<file path="src/verilog/mct_regs.svh">
// Register offsets, field positions and constants of the multi-counter timer.
`ifndef MCT_REGS_SVH
`define MCT_REGS_SVH

`define MCT_OFF_SETUP 8'h00
`define MCT_OFF_HOST_IN 8'h04
`define MCT_OFF_HOST_OUT 8'h08
`define MCT_OFF_STATUS 8'h0c
`define MCT_OFF_MODE 8'h10
`define MCT_OFF_LOAD 8'h30
`define MCT_OFF_COUNT 8'h50
`define MCT_OFF_ALARM 8'h70
`define MCT_STRIDE_SH 2

`define MCT_SETUP_RST 16'h0000
`define MCT_SU_DIV_LSB 0
`define MCT_SU_DIV_MSB 3
`define MCT_SU_SRC_LSB 4
`define MCT_SU_SRC_MSB 7
`define MCT_SU_DIVIDED_CLOCK_PIN_OFF 8
`define MCT_SU_BUS16 9

`define MCT_MD_SRC_LSB 0
`define MCT_MD_SRC_MSB 3
`define MCT_MD_SRC_FALL 4
`define MCT_MD_GSEL_LSB 5
`define MCT_MD_GSEL_MSB 7
`define MCT_MD_GATE_LOW 8
`define MCT_MD_GM_LSB 9
`define MCT_MD_GM_MSB 10
`define MCT_MD_OUT_LOW 11
`define MCT_MD_TOGGLE 12
`define MCT_MD_ALARM_EN 13
`define MCT_MD_OUT_EN 14
`define MCT_MD_RUN 15

`define MCT_SEL_TAP 4'h0
`define MCT_SEL_SRC 4'h1
`define MCT_SEL_GATE 4'h6

`define MCT_UPPER_LINE_GATING_ENABLE_LINE 8
`define MCT_LOW_BYTE_MASK 16'h00ff
`define MCT_CNT_LAST 1

`endif

</file>
<file path="src/verilog/mct_pkg.sv">
// Types shared by the multi-counter timer files.
package mct_pkg;

  typedef enum logic [1:0] {
    MCT_GATE_OFF,
    MCT_GATE_LEVEL,
    MCT_GATE_EDGE,
    MCT_GATE_AUX
  } mct_gate_mode_t;

  typedef logic [1:0] mct_htrans_t;

endpackage : mct_pkg

</file>
<file path="src/verilog/mct_pin_sync.sv">
// Two-stage synchroniser with edge detection for the counter input pins.
`timescale 1ns/1ns
module mct_pin_sync #(
  parameter int W = 10
) (
  // Clock and reset
  input wire logic clk,
  input wire logic rst_n,
  // Raw pins
  input wire logic [W-1:0] pins,
  // Synchronised level and edges
  output logic [W-1:0] level,
  output logic [W-1:0] rise,
  output logic [W-1:0] fall
);

  typedef struct packed {
    logic [W-1:0] s1;
    logic [W-1:0] s2;
    logic [W-1:0] s3;
  } mct_sync_t;

  mct_sync_t s_reg;
  mct_sync_t s_next;

  always_comb begin
    s_next = s_reg;
    s_next.s1 = pins;
    s_next.s2 = s_reg.s1;
    s_next.s3 = s_reg.s2;
  end

  always_ff @(posedge clk or negedge rst_n) begin
    if (!rst_n) begin
      s_reg <= '0;
    end else begin
      s_reg <= s_next;
    end
  end

  // Edges come from the second and third stages only.
  assign level = s_reg.s2;
  assign rise = s_reg.s2 & ~s_reg.s3;
  assign fall = ~s_reg.s2 & s_reg.s3;

endmodule : mct_pin_sync

</file>
<file path="src/verilog/mct_timer.sv">
// Multi-counter timing controller with AHB-Lite registers and host data port.
`timescale 1ns/1ns
`include "mct_regs.svh"
// How it works
// - Output divider ratio 1 to 16.
// - Divided clock switchable; off drives low.
// - Reset gives divide by 16 from tap.
// - Divider fields live in setup register.
// - Enable inputs gate counters, shared up to five.
// - Enable pins selectable as counting sources.
// - Enable polarity set per counter.
// - Level, edge, aux or no gating.
// - Eight-bit bus adds auxiliary enable qualifier.
// - Any source pin feeds any counter.
// - Source edge polarity set per counter.
// - Each counter drives three-state waveform line.
// - Waveform polarity set per counter.
// - Terminal state detected before reload.
// - Counters one, two: alarm compare output.
// - Sixteen data lines, high means one.
// - Bus resets eight bits wide, low lines.
// - Upper lines never driven in eight-bit mode.
// - Low upper line disables that counter's level or edge gating in eight-bit mode.
// - Lines input on write, driven on read.
module mct_timer #(
  parameter int NUM_CNT = 5,
  parameter int CNT_W = 16,
  parameter int DIV_W = 4
) (
  // Clock and reset
  input wire logic REF_CLK,
  input wire logic RST_N,
  // AHB-Lite slave
  input wire logic HSEL,
  input wire logic [31:0] HADDR,
  input wire mct_pkg::mct_htrans_t HTRANS,
  input wire logic HWRITE,
  input wire logic [2:0] HSIZE,
  input wire logic [31:0] HWDATA,
  input wire logic HREADY,
  output logic HREADYOUT,
  output logic [31:0] HRDATA,
  output logic HRESP,
  // Host data port
  input wire logic HOST_CS_N,
  input wire logic HOST_RD_N,
  input wire logic HOST_WR_N,
  input wire logic [15:0] HOST_DATA_IN,
  output logic [15:0] HOST_DATA_OUT,
  output logic [15:0] HOST_DATA_OE,
  // Counter pins
  input wire logic [NUM_CNT-1:0] COUNT_ENABLE_IN,
  input wire logic [NUM_CNT-1:0] COUNT_SOURCE_IN,
  output logic [NUM_CNT-1:0] WAVE_OUT,
  output logic [NUM_CNT-1:0] WAVE_OE,
  output logic DIVIDED_CLOCK_OUT
);
  import mct_pkg::*;

  localparam int ALARM_N = 2;
  localparam int HOST_W = 16;

  typedef struct packed {
    logic wr_pend;
    logic [7:0] wr_addr;
    logic [31:0] rdata;
    logic [15:0] setup;
    logic [NUM_CNT-1:0][15:0] mode;
    logic [NUM_CNT-1:0][CNT_W-1:0] load;
    logic [NUM_CNT-1:0][CNT_W-1:0] cnt;
    logic [ALARM_N-1:0][CNT_W-1:0] alarm;
    logic [NUM_CNT-1:0] armed;
    logic [NUM_CNT-1:0] tc;
    logic [NUM_CNT-1:0] tgl;
    logic [NUM_CNT-1:0] wave;
    logic [DIV_W-1:0] fdiv;
    logic divided_clock_pin;
    logic [HOST_W-1:0] host_wr;
    logic [HOST_W-1:0] host_rd;
  } mct_state_t;

  mct_state_t s_reg;
  mct_state_t s_next;

  logic [2*NUM_CNT-1:0] sync_lvl;
  logic [2*NUM_CNT-1:0] sync_rise;
  logic [2*NUM_CNT-1:0] sync_fall;
  logic [NUM_CNT-1:0] gate_lvl;
  logic [NUM_CNT-1:0] gate_rise;
  logic [NUM_CNT-1:0] gate_fall;
  logic [NUM_CNT-1:0] src_rise;
  logic [NUM_CNT-1:0] src_fall;
  logic [NUM_CNT-1:0] allow_v;
  logic [NUM_CNT-1:0] evt_v;
  logic [NUM_CNT-1:0] ungated_v;
  logic bus8;
  logic ahb_go;

  ////////////////////////////////////////////////////////////////////////////
  // Helpers.

  function automatic logic pick_bit(input logic [NUM_CNT-1:0] v,
                                    input logic [3:0] idx);
    pick_bit = 1'b0;
    for (int k = 0; k < NUM_CNT; k++) begin
      if (idx == 4'(k)) begin
        pick_bit = v[k];
      end
    end
  endfunction : pick_bit

  // Tap code counts every clock; other codes pick a source or enable edge.
  function automatic logic pick_src(input logic [3:0] code,
                                    input logic [NUM_CNT-1:0] s_edge,
                                    input logic [NUM_CNT-1:0] g_edge);
    if (code == `MCT_SEL_TAP) begin
      pick_src = 1'b1;
    end else if (code >= `MCT_SEL_GATE) begin
      pick_src = pick_bit(g_edge, code - `MCT_SEL_GATE);
    end else begin
      pick_src = pick_bit(s_edge, code - `MCT_SEL_SRC);
    end
  endfunction : pick_src

  function automatic logic win_hit(input logic [7:0] a, input logic [7:0] base,
                                   input int n);
    win_hit = (a >= base) && ((a - base) < 8'(n << `MCT_STRIDE_SH));
  endfunction : win_hit

  function automatic logic [2:0] win_idx(input logic [7:0] a,
                                         input logic [7:0] base);
    win_idx = 3'((a - base) >> `MCT_STRIDE_SH);
  endfunction : win_idx

  ////////////////////////////////////////////////////////////////////////////
  // Input synchronisers.

  mct_pin_sync #(
    .W(2 * NUM_CNT)
  ) u_sync (
    .clk(REF_CLK),
    .rst_n(RST_N),
    .pins({COUNT_SOURCE_IN, COUNT_ENABLE_IN}),
    .level(sync_lvl),
    .rise(sync_rise),
    .fall(sync_fall)
  );

  assign gate_lvl = sync_lvl[NUM_CNT-1:0];
  assign gate_rise = sync_rise[NUM_CNT-1:0];
  assign gate_fall = sync_fall[NUM_CNT-1:0];
  assign src_rise = sync_rise[2*NUM_CNT-1:NUM_CNT];
  assign src_fall = sync_fall[2*NUM_CNT-1:NUM_CNT];

  assign bus8 = ~s_reg.setup[`MCT_SU_BUS16];
  assign ahb_go = HSEL & HTRANS[1] & HREADY;

  ////////////////////////////////////////////////////////////////////////////
  // Next-state logic.

  always_comb begin
    logic [15:0] md;
    logic [3:0] gsel;
    logic g;
    logic ge;
    logic evt;
    logic allow;
    logic tc;
    logic raw;
    logic [CNT_W-1:0] nc;
    mct_gate_mode_t gm;
    logic [DIV_W:0] ratio;
    logic [DIV_W-1:0] fn;
    logic fevt;
    logic [7:0] a;
    logic [31:0] rd;
    md = '0;
    gsel = '0;
    g = 1'b0;
    ge = 1'b0;
    evt = 1'b0;
    allow = 1'b0;
    tc = 1'b0;
    raw = 1'b0;
    nc = '0;
    gm = MCT_GATE_OFF;
    ratio = '0;
    fn = '0;
    fevt = 1'b0;
    a = '0;
    rd = '0;
    s_next = s_reg;
    allow_v = '0;
    evt_v = '0;
    ungated_v = '0;
    WAVE_OE = '0;

    for (int i = 0; i < NUM_CNT; i++) begin
      md = s_reg.mode[i];
      gm = mct_gate_mode_t'(md[`MCT_MD_GM_MSB:`MCT_MD_GM_LSB]);
      gsel = {1'b0, md[`MCT_MD_GSEL_MSB:`MCT_MD_GSEL_LSB]};
      g = pick_bit(gate_lvl, gsel) ^ md[`MCT_MD_GATE_LOW];
      ge = pick_bit(md[`MCT_MD_GATE_LOW] ? gate_fall : gate_rise, gsel);
      evt = pick_src(md[`MCT_MD_SRC_MSB:`MCT_MD_SRC_LSB],
                     md[`MCT_MD_SRC_FALL] ? src_fall : src_rise,
                     md[`MCT_MD_SRC_FALL] ? gate_fall : gate_rise);
      ungated_v[i] = bus8 && !HOST_DATA_IN[`MCT_UPPER_LINE_GATING_ENABLE_LINE + i];
      case (gm)
        MCT_GATE_LEVEL: begin
          allow = g | ungated_v[i];
        end
        MCT_GATE_EDGE: begin
          allow = s_reg.armed[i] | ungated_v[i];
        end
        MCT_GATE_AUX: begin
          allow = g & (~bus8 | HOST_DATA_IN[`MCT_UPPER_LINE_GATING_ENABLE_LINE + i]);
        end
        default: begin
          allow = 1'b1;
        end
      endcase
      allow = allow & md[`MCT_MD_RUN];
      tc = allow & evt & (s_reg.cnt[i] <= CNT_W'(`MCT_CNT_LAST));
      nc = s_reg.cnt[i];
      if (allow & evt) begin
        nc = tc ? s_reg.load[i] : s_reg.cnt[i] - 1'b1;
      end
      // A start edge in the terminal cycle re-arms the counter.
      if (tc || !md[`MCT_MD_RUN]) begin
        s_next.armed[i] = 1'b0;
      end
      if (gm == MCT_GATE_EDGE && md[`MCT_MD_RUN] && ge) begin
        s_next.armed[i] = 1'b1;
      end
      s_next.cnt[i] = nc;
      s_next.tc[i] = tc;
      if (tc) begin
        s_next.tgl[i] = ~s_reg.tgl[i];
      end
      raw = md[`MCT_MD_TOGGLE] ? s_next.tgl[i] : tc;
      if (i < ALARM_N && md[`MCT_MD_ALARM_EN]) begin
        raw = (nc == s_reg.alarm[i % ALARM_N]);
      end
      s_next.wave[i] = raw ^ md[`MCT_MD_OUT_LOW];
      WAVE_OE[i] = md[`MCT_MD_OUT_EN];
      allow_v[i] = allow;
      evt_v[i] = evt;
    end

    // Divided clock output; a zero ratio field means sixteen.
    fevt = pick_src(s_reg.setup[`MCT_SU_SRC_MSB:`MCT_SU_SRC_LSB],
                    src_rise, gate_rise);
    ratio = {(s_reg.setup[`MCT_SU_DIV_MSB:`MCT_SU_DIV_LSB] == '0),
             s_reg.setup[`MCT_SU_DIV_MSB:`MCT_SU_DIV_LSB]};
    fn = s_reg.fdiv;
    if (fevt) begin
      fn = (s_reg.fdiv >= DIV_W'(ratio - 1'b1)) ? '0 : s_reg.fdiv + 1'b1;
    end
    s_next.fdiv = fn;
    s_next.divided_clock_pin = ~s_reg.setup[`MCT_SU_DIVIDED_CLOCK_PIN_OFF] & ({1'b0, fn} < (ratio >> 1) |
                  ({1'b0, fn} == (ratio >> 1) & ratio[0]));

    // Host data port writes; only the low byte is taken in eight-bit mode.
    if (!HOST_CS_N && !HOST_WR_N) begin
      s_next.host_wr = bus8 ? (HOST_DATA_IN & `MCT_LOW_BYTE_MASK)
                            : HOST_DATA_IN;
    end

    // Register read mux, sampled in the address phase.
    a = HADDR[7:0];
    if (a == `MCT_OFF_SETUP) begin
      rd = 32'(s_reg.setup);
    end else if (a == `MCT_OFF_HOST_IN) begin
      rd = 32'(s_reg.host_wr);
    end else if (a == `MCT_OFF_HOST_OUT) begin
      rd = 32'(s_reg.host_rd);
    end else if (a == `MCT_OFF_STATUS) begin
      rd = 32'(s_reg.wave);
    end else if (win_hit(a, `MCT_OFF_MODE, NUM_CNT)) begin
      rd = 32'(s_reg.mode[win_idx(a, `MCT_OFF_MODE)]);
    end else if (win_hit(a, `MCT_OFF_LOAD, NUM_CNT)) begin
      rd = 32'(s_reg.load[win_idx(a, `MCT_OFF_LOAD)]);
    end else if (win_hit(a, `MCT_OFF_COUNT, NUM_CNT)) begin
      rd = 32'(s_reg.cnt[win_idx(a, `MCT_OFF_COUNT)]);
    end else if (win_hit(a, `MCT_OFF_ALARM, ALARM_N)) begin
      rd = 32'(s_reg.alarm[win_idx(a, `MCT_OFF_ALARM) % ALARM_N]);
    end

    s_next.wr_pend = 1'b0;
    if (ahb_go) begin
      if (HWRITE) begin
        s_next.wr_pend = 1'b1;
        s_next.wr_addr = a;
      end else begin
        s_next.rdata = rd;
      end
    end

    // Register writes in the data phase take priority over counting.
    if (s_reg.wr_pend) begin
      a = s_reg.wr_addr;
      if (a == `MCT_OFF_SETUP) begin
        s_next.setup = HWDATA[15:0];
      end else if (a == `MCT_OFF_HOST_OUT) begin
        s_next.host_rd = HWDATA[15:0];
      end else if (win_hit(a, `MCT_OFF_MODE, NUM_CNT)) begin
        s_next.mode[win_idx(a, `MCT_OFF_MODE)] = HWDATA[15:0];
      end else if (win_hit(a, `MCT_OFF_LOAD, NUM_CNT)) begin
        s_next.load[win_idx(a, `MCT_OFF_LOAD)] = HWDATA[CNT_W-1:0];
        if (!s_reg.mode[win_idx(a, `MCT_OFF_LOAD)][`MCT_MD_RUN]) begin
          s_next.cnt[win_idx(a, `MCT_OFF_LOAD)] = HWDATA[CNT_W-1:0];
        end
      end else if (win_hit(a, `MCT_OFF_ALARM, ALARM_N)) begin
        s_next.alarm[win_idx(a, `MCT_OFF_ALARM) % ALARM_N] = HWDATA[CNT_W-1:0];
      end
    end
  end

  always_ff @(posedge REF_CLK or negedge RST_N) begin
    if (!RST_N) begin
      s_reg <= '0;
      // Divider starts at its top so the first high phase after reset is full.
      s_reg.fdiv <= '1;
    end else begin
      s_reg <= s_next;
    end
  end

  ////////////////////////////////////////////////////////////////////////////
  // Outputs.

  assign HREADYOUT = 1'b1;
  assign HRESP = 1'b0;
  assign HRDATA = s_reg.rdata;
  assign WAVE_OUT = s_reg.wave;
  assign DIVIDED_CLOCK_OUT = s_reg.divided_clock_pin;
  assign HOST_DATA_OUT = s_reg.host_rd;
  assign HOST_DATA_OE = (!HOST_CS_N && !HOST_RD_N) ?
                        (bus8 ? `MCT_LOW_BYTE_MASK : '1) : '0;
endmodule : mct_timer
</file>
<file path="config.mk">
export PLATFORM = sky130hd
export DESIGN_NAME = mct_timer
export DESIGN_NICKNAME = d
export VERILOG_FILES = /design/src/verilog/mct_pkg.sv /design/src/verilog/mct_pin_sync.sv /design/src/verilog/mct_timer.sv
export VERILOG_INCLUDE_DIRS = /design/src /design/src/verilog
export SDC_FILE = /design/constraint.sdc
export NUM_CORES = 1
export LEC_CHECK = 0
export ABC_CLOCK_PERIOD_IN_PS = 3300
export BUFFER_PORTS_ARGS = -buffer_cell sky130_fd_sc_hd__buf_2
export CORE_MARGIN = 10
export CORE_UTILIZATION = 45
export CTS_CLUSTER_DIAMETER = 60
export DETAILED_ROUTE_END_ITERATION = 8
export GPL_TIMING_DRIVEN = 0
export MAX_ROUTING_LAYER = met4
export PLACE_DENSITY = 0.63
export SKIP_CTS_REPAIR_TIMING = 1
export SYNTH_ARGS = -nofsm -noshare
export SYNTH_HDL_FRONTEND = slang
export SYNTH_HIERARCHICAL = 1
export SYNTH_SLANG_ARGS = --single-unit
</file>
<file path="constraint.sdc">
create_clock -name REF_CLK -period 3.3 [get_ports REF_CLK]
set_input_delay 0.495 -clock REF_CLK [delete_from_list [all_inputs] [get_ports REF_CLK]]
set_output_delay 0.495 -clock REF_CLK [all_outputs]
set_load 0.01 [all_outputs]
</file>
After elaboration in Yosys (flattened, before gate mapping)

Index checks and enable logic that the tools add are counted.

$add $sub $neg: 26
Order comparisons: 37
Eq/ne operators: 90
Mux-type cells: 218
Bitwise gates (word level): 66
Reductions and logical operators: 83

Operators with widths:

| operator                                                         | number |
|---|---|
| two-way mux 16 bit                                               | 30 |
| two-way mux 112 bit                                              | 4 |
| bitwise mux 80 bit                                               | 3 |
| binary-select mux 16 bit (select 3 bit)                          | 4 |
| two-way mux 80 bit                                               | 2 |
| two-way mux 1 bit                                                | 144 |
| demux 16 bit (select 3 bit)                                      | 2 |
| == test 4 x 2 -> 1 bit (second input constant)                   | 24 |
| two-way mux 32 bit                                               | 3 |
| less-or-equal comparator 16 x 1 -> 1 bit (second input constant) | 5 |
| subtractor 16 x 1 -> 16 bit (second input constant)              | 5 |
| logical NOT 4 bit                                                | 19 |
| two-way mux 5 bit                                                | 15 |
| == test 4 x 1 -> 1 bit (second input constant)                   | 12 |
| == test 4 x 3 -> 1 bit (second input constant)                   | 12 |
| two-way mux 41 bit                                               | 1 |
| < comparator 8 x 5 -> 1 bit (second input constant)              | 5 |
| bitwise mux 32 bit                                               | 1 |
| == test 16 bit                                                   | 2 |
| == test 3 x 2 -> 1 bit (second input constant)                   | 10 |
| subtractor 4 x 1 -> 4 bit (second input constant)                | 7 |
| logical AND 1 bit                                                | 27 |
| bitwise AND 1 bit                                                | 24 |
| == test 8 x 4 -> 1 bit (second input constant)                   | 3 |
| 41 further kinds                                                 | 156 |

Flip-flop bits (word level): 411
Input bits: 103
Output and inout bits: 77
Word-level logic and storage cells: 555

Depth between registers and ports, before layout

Depth after elaboration: 21
Mapped depth: 17
Mapped depth without buffers: 17

Hierarchy

Netlist, hierarchy kept.

Modules (own cells, without submodules):

| module       | times used | cells each | area each (um^2) | sequential area each (um^2) |
|---|---|---|---|---|
| mct_timer    | 1          | 2854       | 25490.7          | 9138.8 |
| mct_pin_sync | 1          | 60         | 1001.0           | 750.7 |

Worst setup path before layout

OpenSTA, ideal clock, no wires.

Path kind: in2reg
From: input port HADDR[4]
To: register s_reg (netlist bit HRDATA[12])
Setup time: 0.135 ns
Arrival time: 2.928 ns
Data required time: 3.165 ns
Setup slack: 0.237 ns
Cell stages on the path: 11
Buffers on the path: 2
Cells stage by stage: clkbuf_1 > clkinv_1 > ha_1 > nand4b_1 > a21oi_1 > clkbuf_1 > nor3_1 > a2111oi_0 > nor3_1 > a21oi_1 > o21ai_0

Longest elaborated chain between the ends: 11
Elaborated cells between the ends (all ways): 34
Classes of those cells: add/sub (4); order compare (8); eq/ne (3); mux (14); reduce/logical (5)

RTL lines:

| item                        | RTL line         | source |
|---|---|---|
| start, declared             | mct_timer.sv:35  | `input wire logic [31:0] HADDR,` |
| subtractor 8 x 7 -> 8 bit   | --               |  |
| < comparator 8 x 4 -> 1 bit | mct_timer.sv:127 | `` win_hit = (a >= base) && ((a - base) < 8'(n << `MCT_STRIDE_SH)); `` |
| logical AND 1 bit           | mct_timer.sv:127 |  |
| two-way mux 16 bit          | mct_timer.sv:285 | `` end else if (win_hit(a, `MCT_OFF_ALARM, ALARM_N)) begin `` |
| two-way mux 16 bit          | mct_timer.sv:283 | `` end else if (win_hit(a, `MCT_OFF_COUNT, NUM_CNT)) begin `` |
| two-way mux 16 bit          | mct_timer.sv:281 | `` end else if (win_hit(a, `MCT_OFF_LOAD, NUM_CNT)) begin `` |
| two-way mux 16 bit          | mct_timer.sv:279 | `` end else if (win_hit(a, `MCT_OFF_MODE, NUM_CNT)) begin `` |
| two-way mux 16 bit          | mct_timer.sv:277 | `` end else if (a == `MCT_OFF_STATUS) begin `` |
| two-way mux 16 bit          | mct_timer.sv:275 | `` end else if (a == `MCT_OFF_HOST_OUT) begin `` |
| two-way mux 16 bit          | mct_timer.sv:273 | `` end else if (a == `MCT_OFF_HOST_IN) begin `` |
| two-way mux 16 bit *        | mct_timer.sv:271 | `` if (a == `MCT_OFF_SETUP) begin `` |
| end signal, assigned        | mct_timer.sv:325 | `s_reg <= s_next;` |
| end, declared               | mct_timer.sv:82  | `mct_state_t s_reg;` |

Mark *: on every way between the ends. The rest lies on a longest branch, timed or not. The select of a mux whose other input is x is not followed.
A chain may end at the register's enable or synchronous reset.

==> impl_metrics.toml <==
[clocking]
cts_sinks = 395
tritoncts = "yes"
root_buffer = "clkbuf_16"
clk_pin_slew_ns = 0.06
clockBufferDepth = 3
cts.htree.levels = 2
numCtsBuffers = 51
clk_latency_ns = 0.63

[power_and_ir_drop]
seqPwrFrac_pct = 39.0
combPwrFrac_pct = 23.2
leakagePower_nw = 13.69
p_int_mw = 10.23
ir_drop_uv = 427.2
finalPower_mw = 15.60
p_per_area_nw_per_um2 = 503.5
clkPwrFrac_pct = 37.8
switching_share_pct = 34.44
p_sw_mw = 5.372

[worst_setup_path]
critPathLaunchType = "flip-flop"
ff2ff_path_depth = 11
cp_max_fo = 10
ff2ff_setup_slack_ns = -0.30
crit_required_ns = 3.78
r2r-start = "u_sync/level[3]$_DFF_PN0_"
worstSetupPathType = "reg -> reg"
arrival_ns = 4.08
crit-reg2reg-capture = "WAVE_OUT[0]$_DFF_PN0_"
endpoint_kind = "flip-flop"

[sta]
max_freq_mhz = 277.9
period_minus_slack_ns = 3.598
timing.final.crit_share_pct = 109.0
slew-limit-headroom_pct = -6.920
hold_slack_ns = 0.03302
fin_tns_setup_ns = -0.3140
hold_viol = 0
worstMarginPinSlew_ns = 1.604
setup_viol = 4
final_max_slew_viol_count = 33
finalWorstSetupSlack_ns = -0.2983
clock_skew_ns = 0.03881
rsz0062_at_grt = "yes"

[synth]
syn-cell-area_sq_um = 26450
synthCells = 2909
syn_area_per_cell_sq_um = 9.094
yosys_warnings = 6

[placement]
gp_congestion = 1.073
dp_cells = 3796
dpl_cell_area_sq_um = 28100
dp_hpwl_um = 89710
port_buffers = 101
pre_cts_slack_ns = -1.788

[drt]
antenna_left = 0
postRouteWirelength_um = 121100
dr.pass1.iters = 6
drc = 0
via_count = 25799
wire_per_inst_um = 30.75
viasPerCell = 6.550
drt_iter0_markers = 3577

[finish]
fillerInstances = 5416
finalNonFillerCells = 3939
regArea_sq_um = 9902
largest_reg_flops = 322
areaGrowthSynthToFinish_pct = 17.12
finalNetCount = 3291
multiInputGateArea_sq_um = 15290
drive_gt1_share_pct = 25.78
fin_area_sq_um = 30980
final_cell_mix = "dfrtp_1, nand2_1, o21ai_0"
final_common_cell = "dfrtp_1"
postLayoutCoreUtil_pct = 53.50

[die]
dieArea_sq_um = 68890
die_width_um = 262.5
die_y_um = 262.5
coreArea_sq_um = 57920
num_io_pins = 180
start_util_pct = 45.68
rows = 88

[global_route]
grt-ovfl-total = 0
antenna_found_initial = 11
grt_pass1_vias = 24034
grt_first_pass_wirelength_um = 171900
grt_max_degree = 109
grt_use_total_pct = 34.25

[job]
cap_violations = 3

[status]
status = "finished with violations"
violations = "max-capacitance violations, max-slew violations, negative setup slack"

[hold_path]
hold_path.class = "in -> reg"
min_path_cells = 1
min_to = "u_sync/s_next[18]$_DFF_PN0_"
hold_start = "COUNT_SOURCE_IN[3]"
[layer usage]
layer | wire (um) | GRT usage (%) | vias up | part of all wire, %
li1 | - | - | 10942 | -
met1 | 50190 | 46.37 | 12972 | 41
met2 | 51790 | 49.09 | 1625 | 43
met3 | 14080 | 7.997 | 260 | 12
met4 | 5061 | 12.57 | 0 | 4.2
met5 | 0 | - | - | 0
[worst max-delay path, cell delays in order, from the launching register on]
cell and delay (ns):
dfrtp_1 0.38, and2b_4 0.26, mux4_2 0.48, nor2b_1 0.17
o22ai_2 0.12, a221oi_4 0.61, buf_4 0.24, o31ai_1 0.09
o21a_1 0.17, a211oi_2 0.27, a31oi_2 0.23, xnor2_2 0.43
[worst max-delay path by stage]
stage	startpoint	endpoint	slack, ns
after CTS	s_reg[258]$_DFFE_PN0P_	WAVE_OUT[0]$_DFF_PN0_	-1.54
after floorplan	HADDR[4]	HRDATA[12]$_DFFE_PN0P_	0.24
after detailed placement	HADDR[4]	HRDATA[4]$_DFFE_PN0P_	-1.79
final	u_sync/level[3]$_DFF_PN0_	WAVE_OUT[0]$_DFF_PN0_	-0.30
after global placement	RST_N	s_reg[116]$_DFF_PN0_	-6.36
after global routing	s_reg[250]$_DFFE_PN0P_	WAVE_OUT[0]$_DFF_PN0_	-0.30
[cell type report]
class	instances	share of cell area (%)
Clock buffer	69	4.628
Multi-Input combinational cell	2115	49.35
Inverter	117	1.430
Tap cell	765	3.089
Buffer	286	5.036
Antenna cell	9	0.07269
Clock inverter	23	0.9612
Sequential cell	395	31.96
Timing Repair Buffer	160	3.477
[power by group through the flow]
stage | Combinational (mW) | Sequential, mW | Clock [mW]
floorplan | 2.24 | 5.79 | 0
global placement | 3.25 | 6.07 | 0
detailed placement | 3.34 | 6.09 | 0
CTS | 3.36 | 6.01 | 5.91
global route | 3.89 | 6.11 | 6.11
finish | 3.62 | 6.08 | 5.89
(Power assumes the default switching activity.)
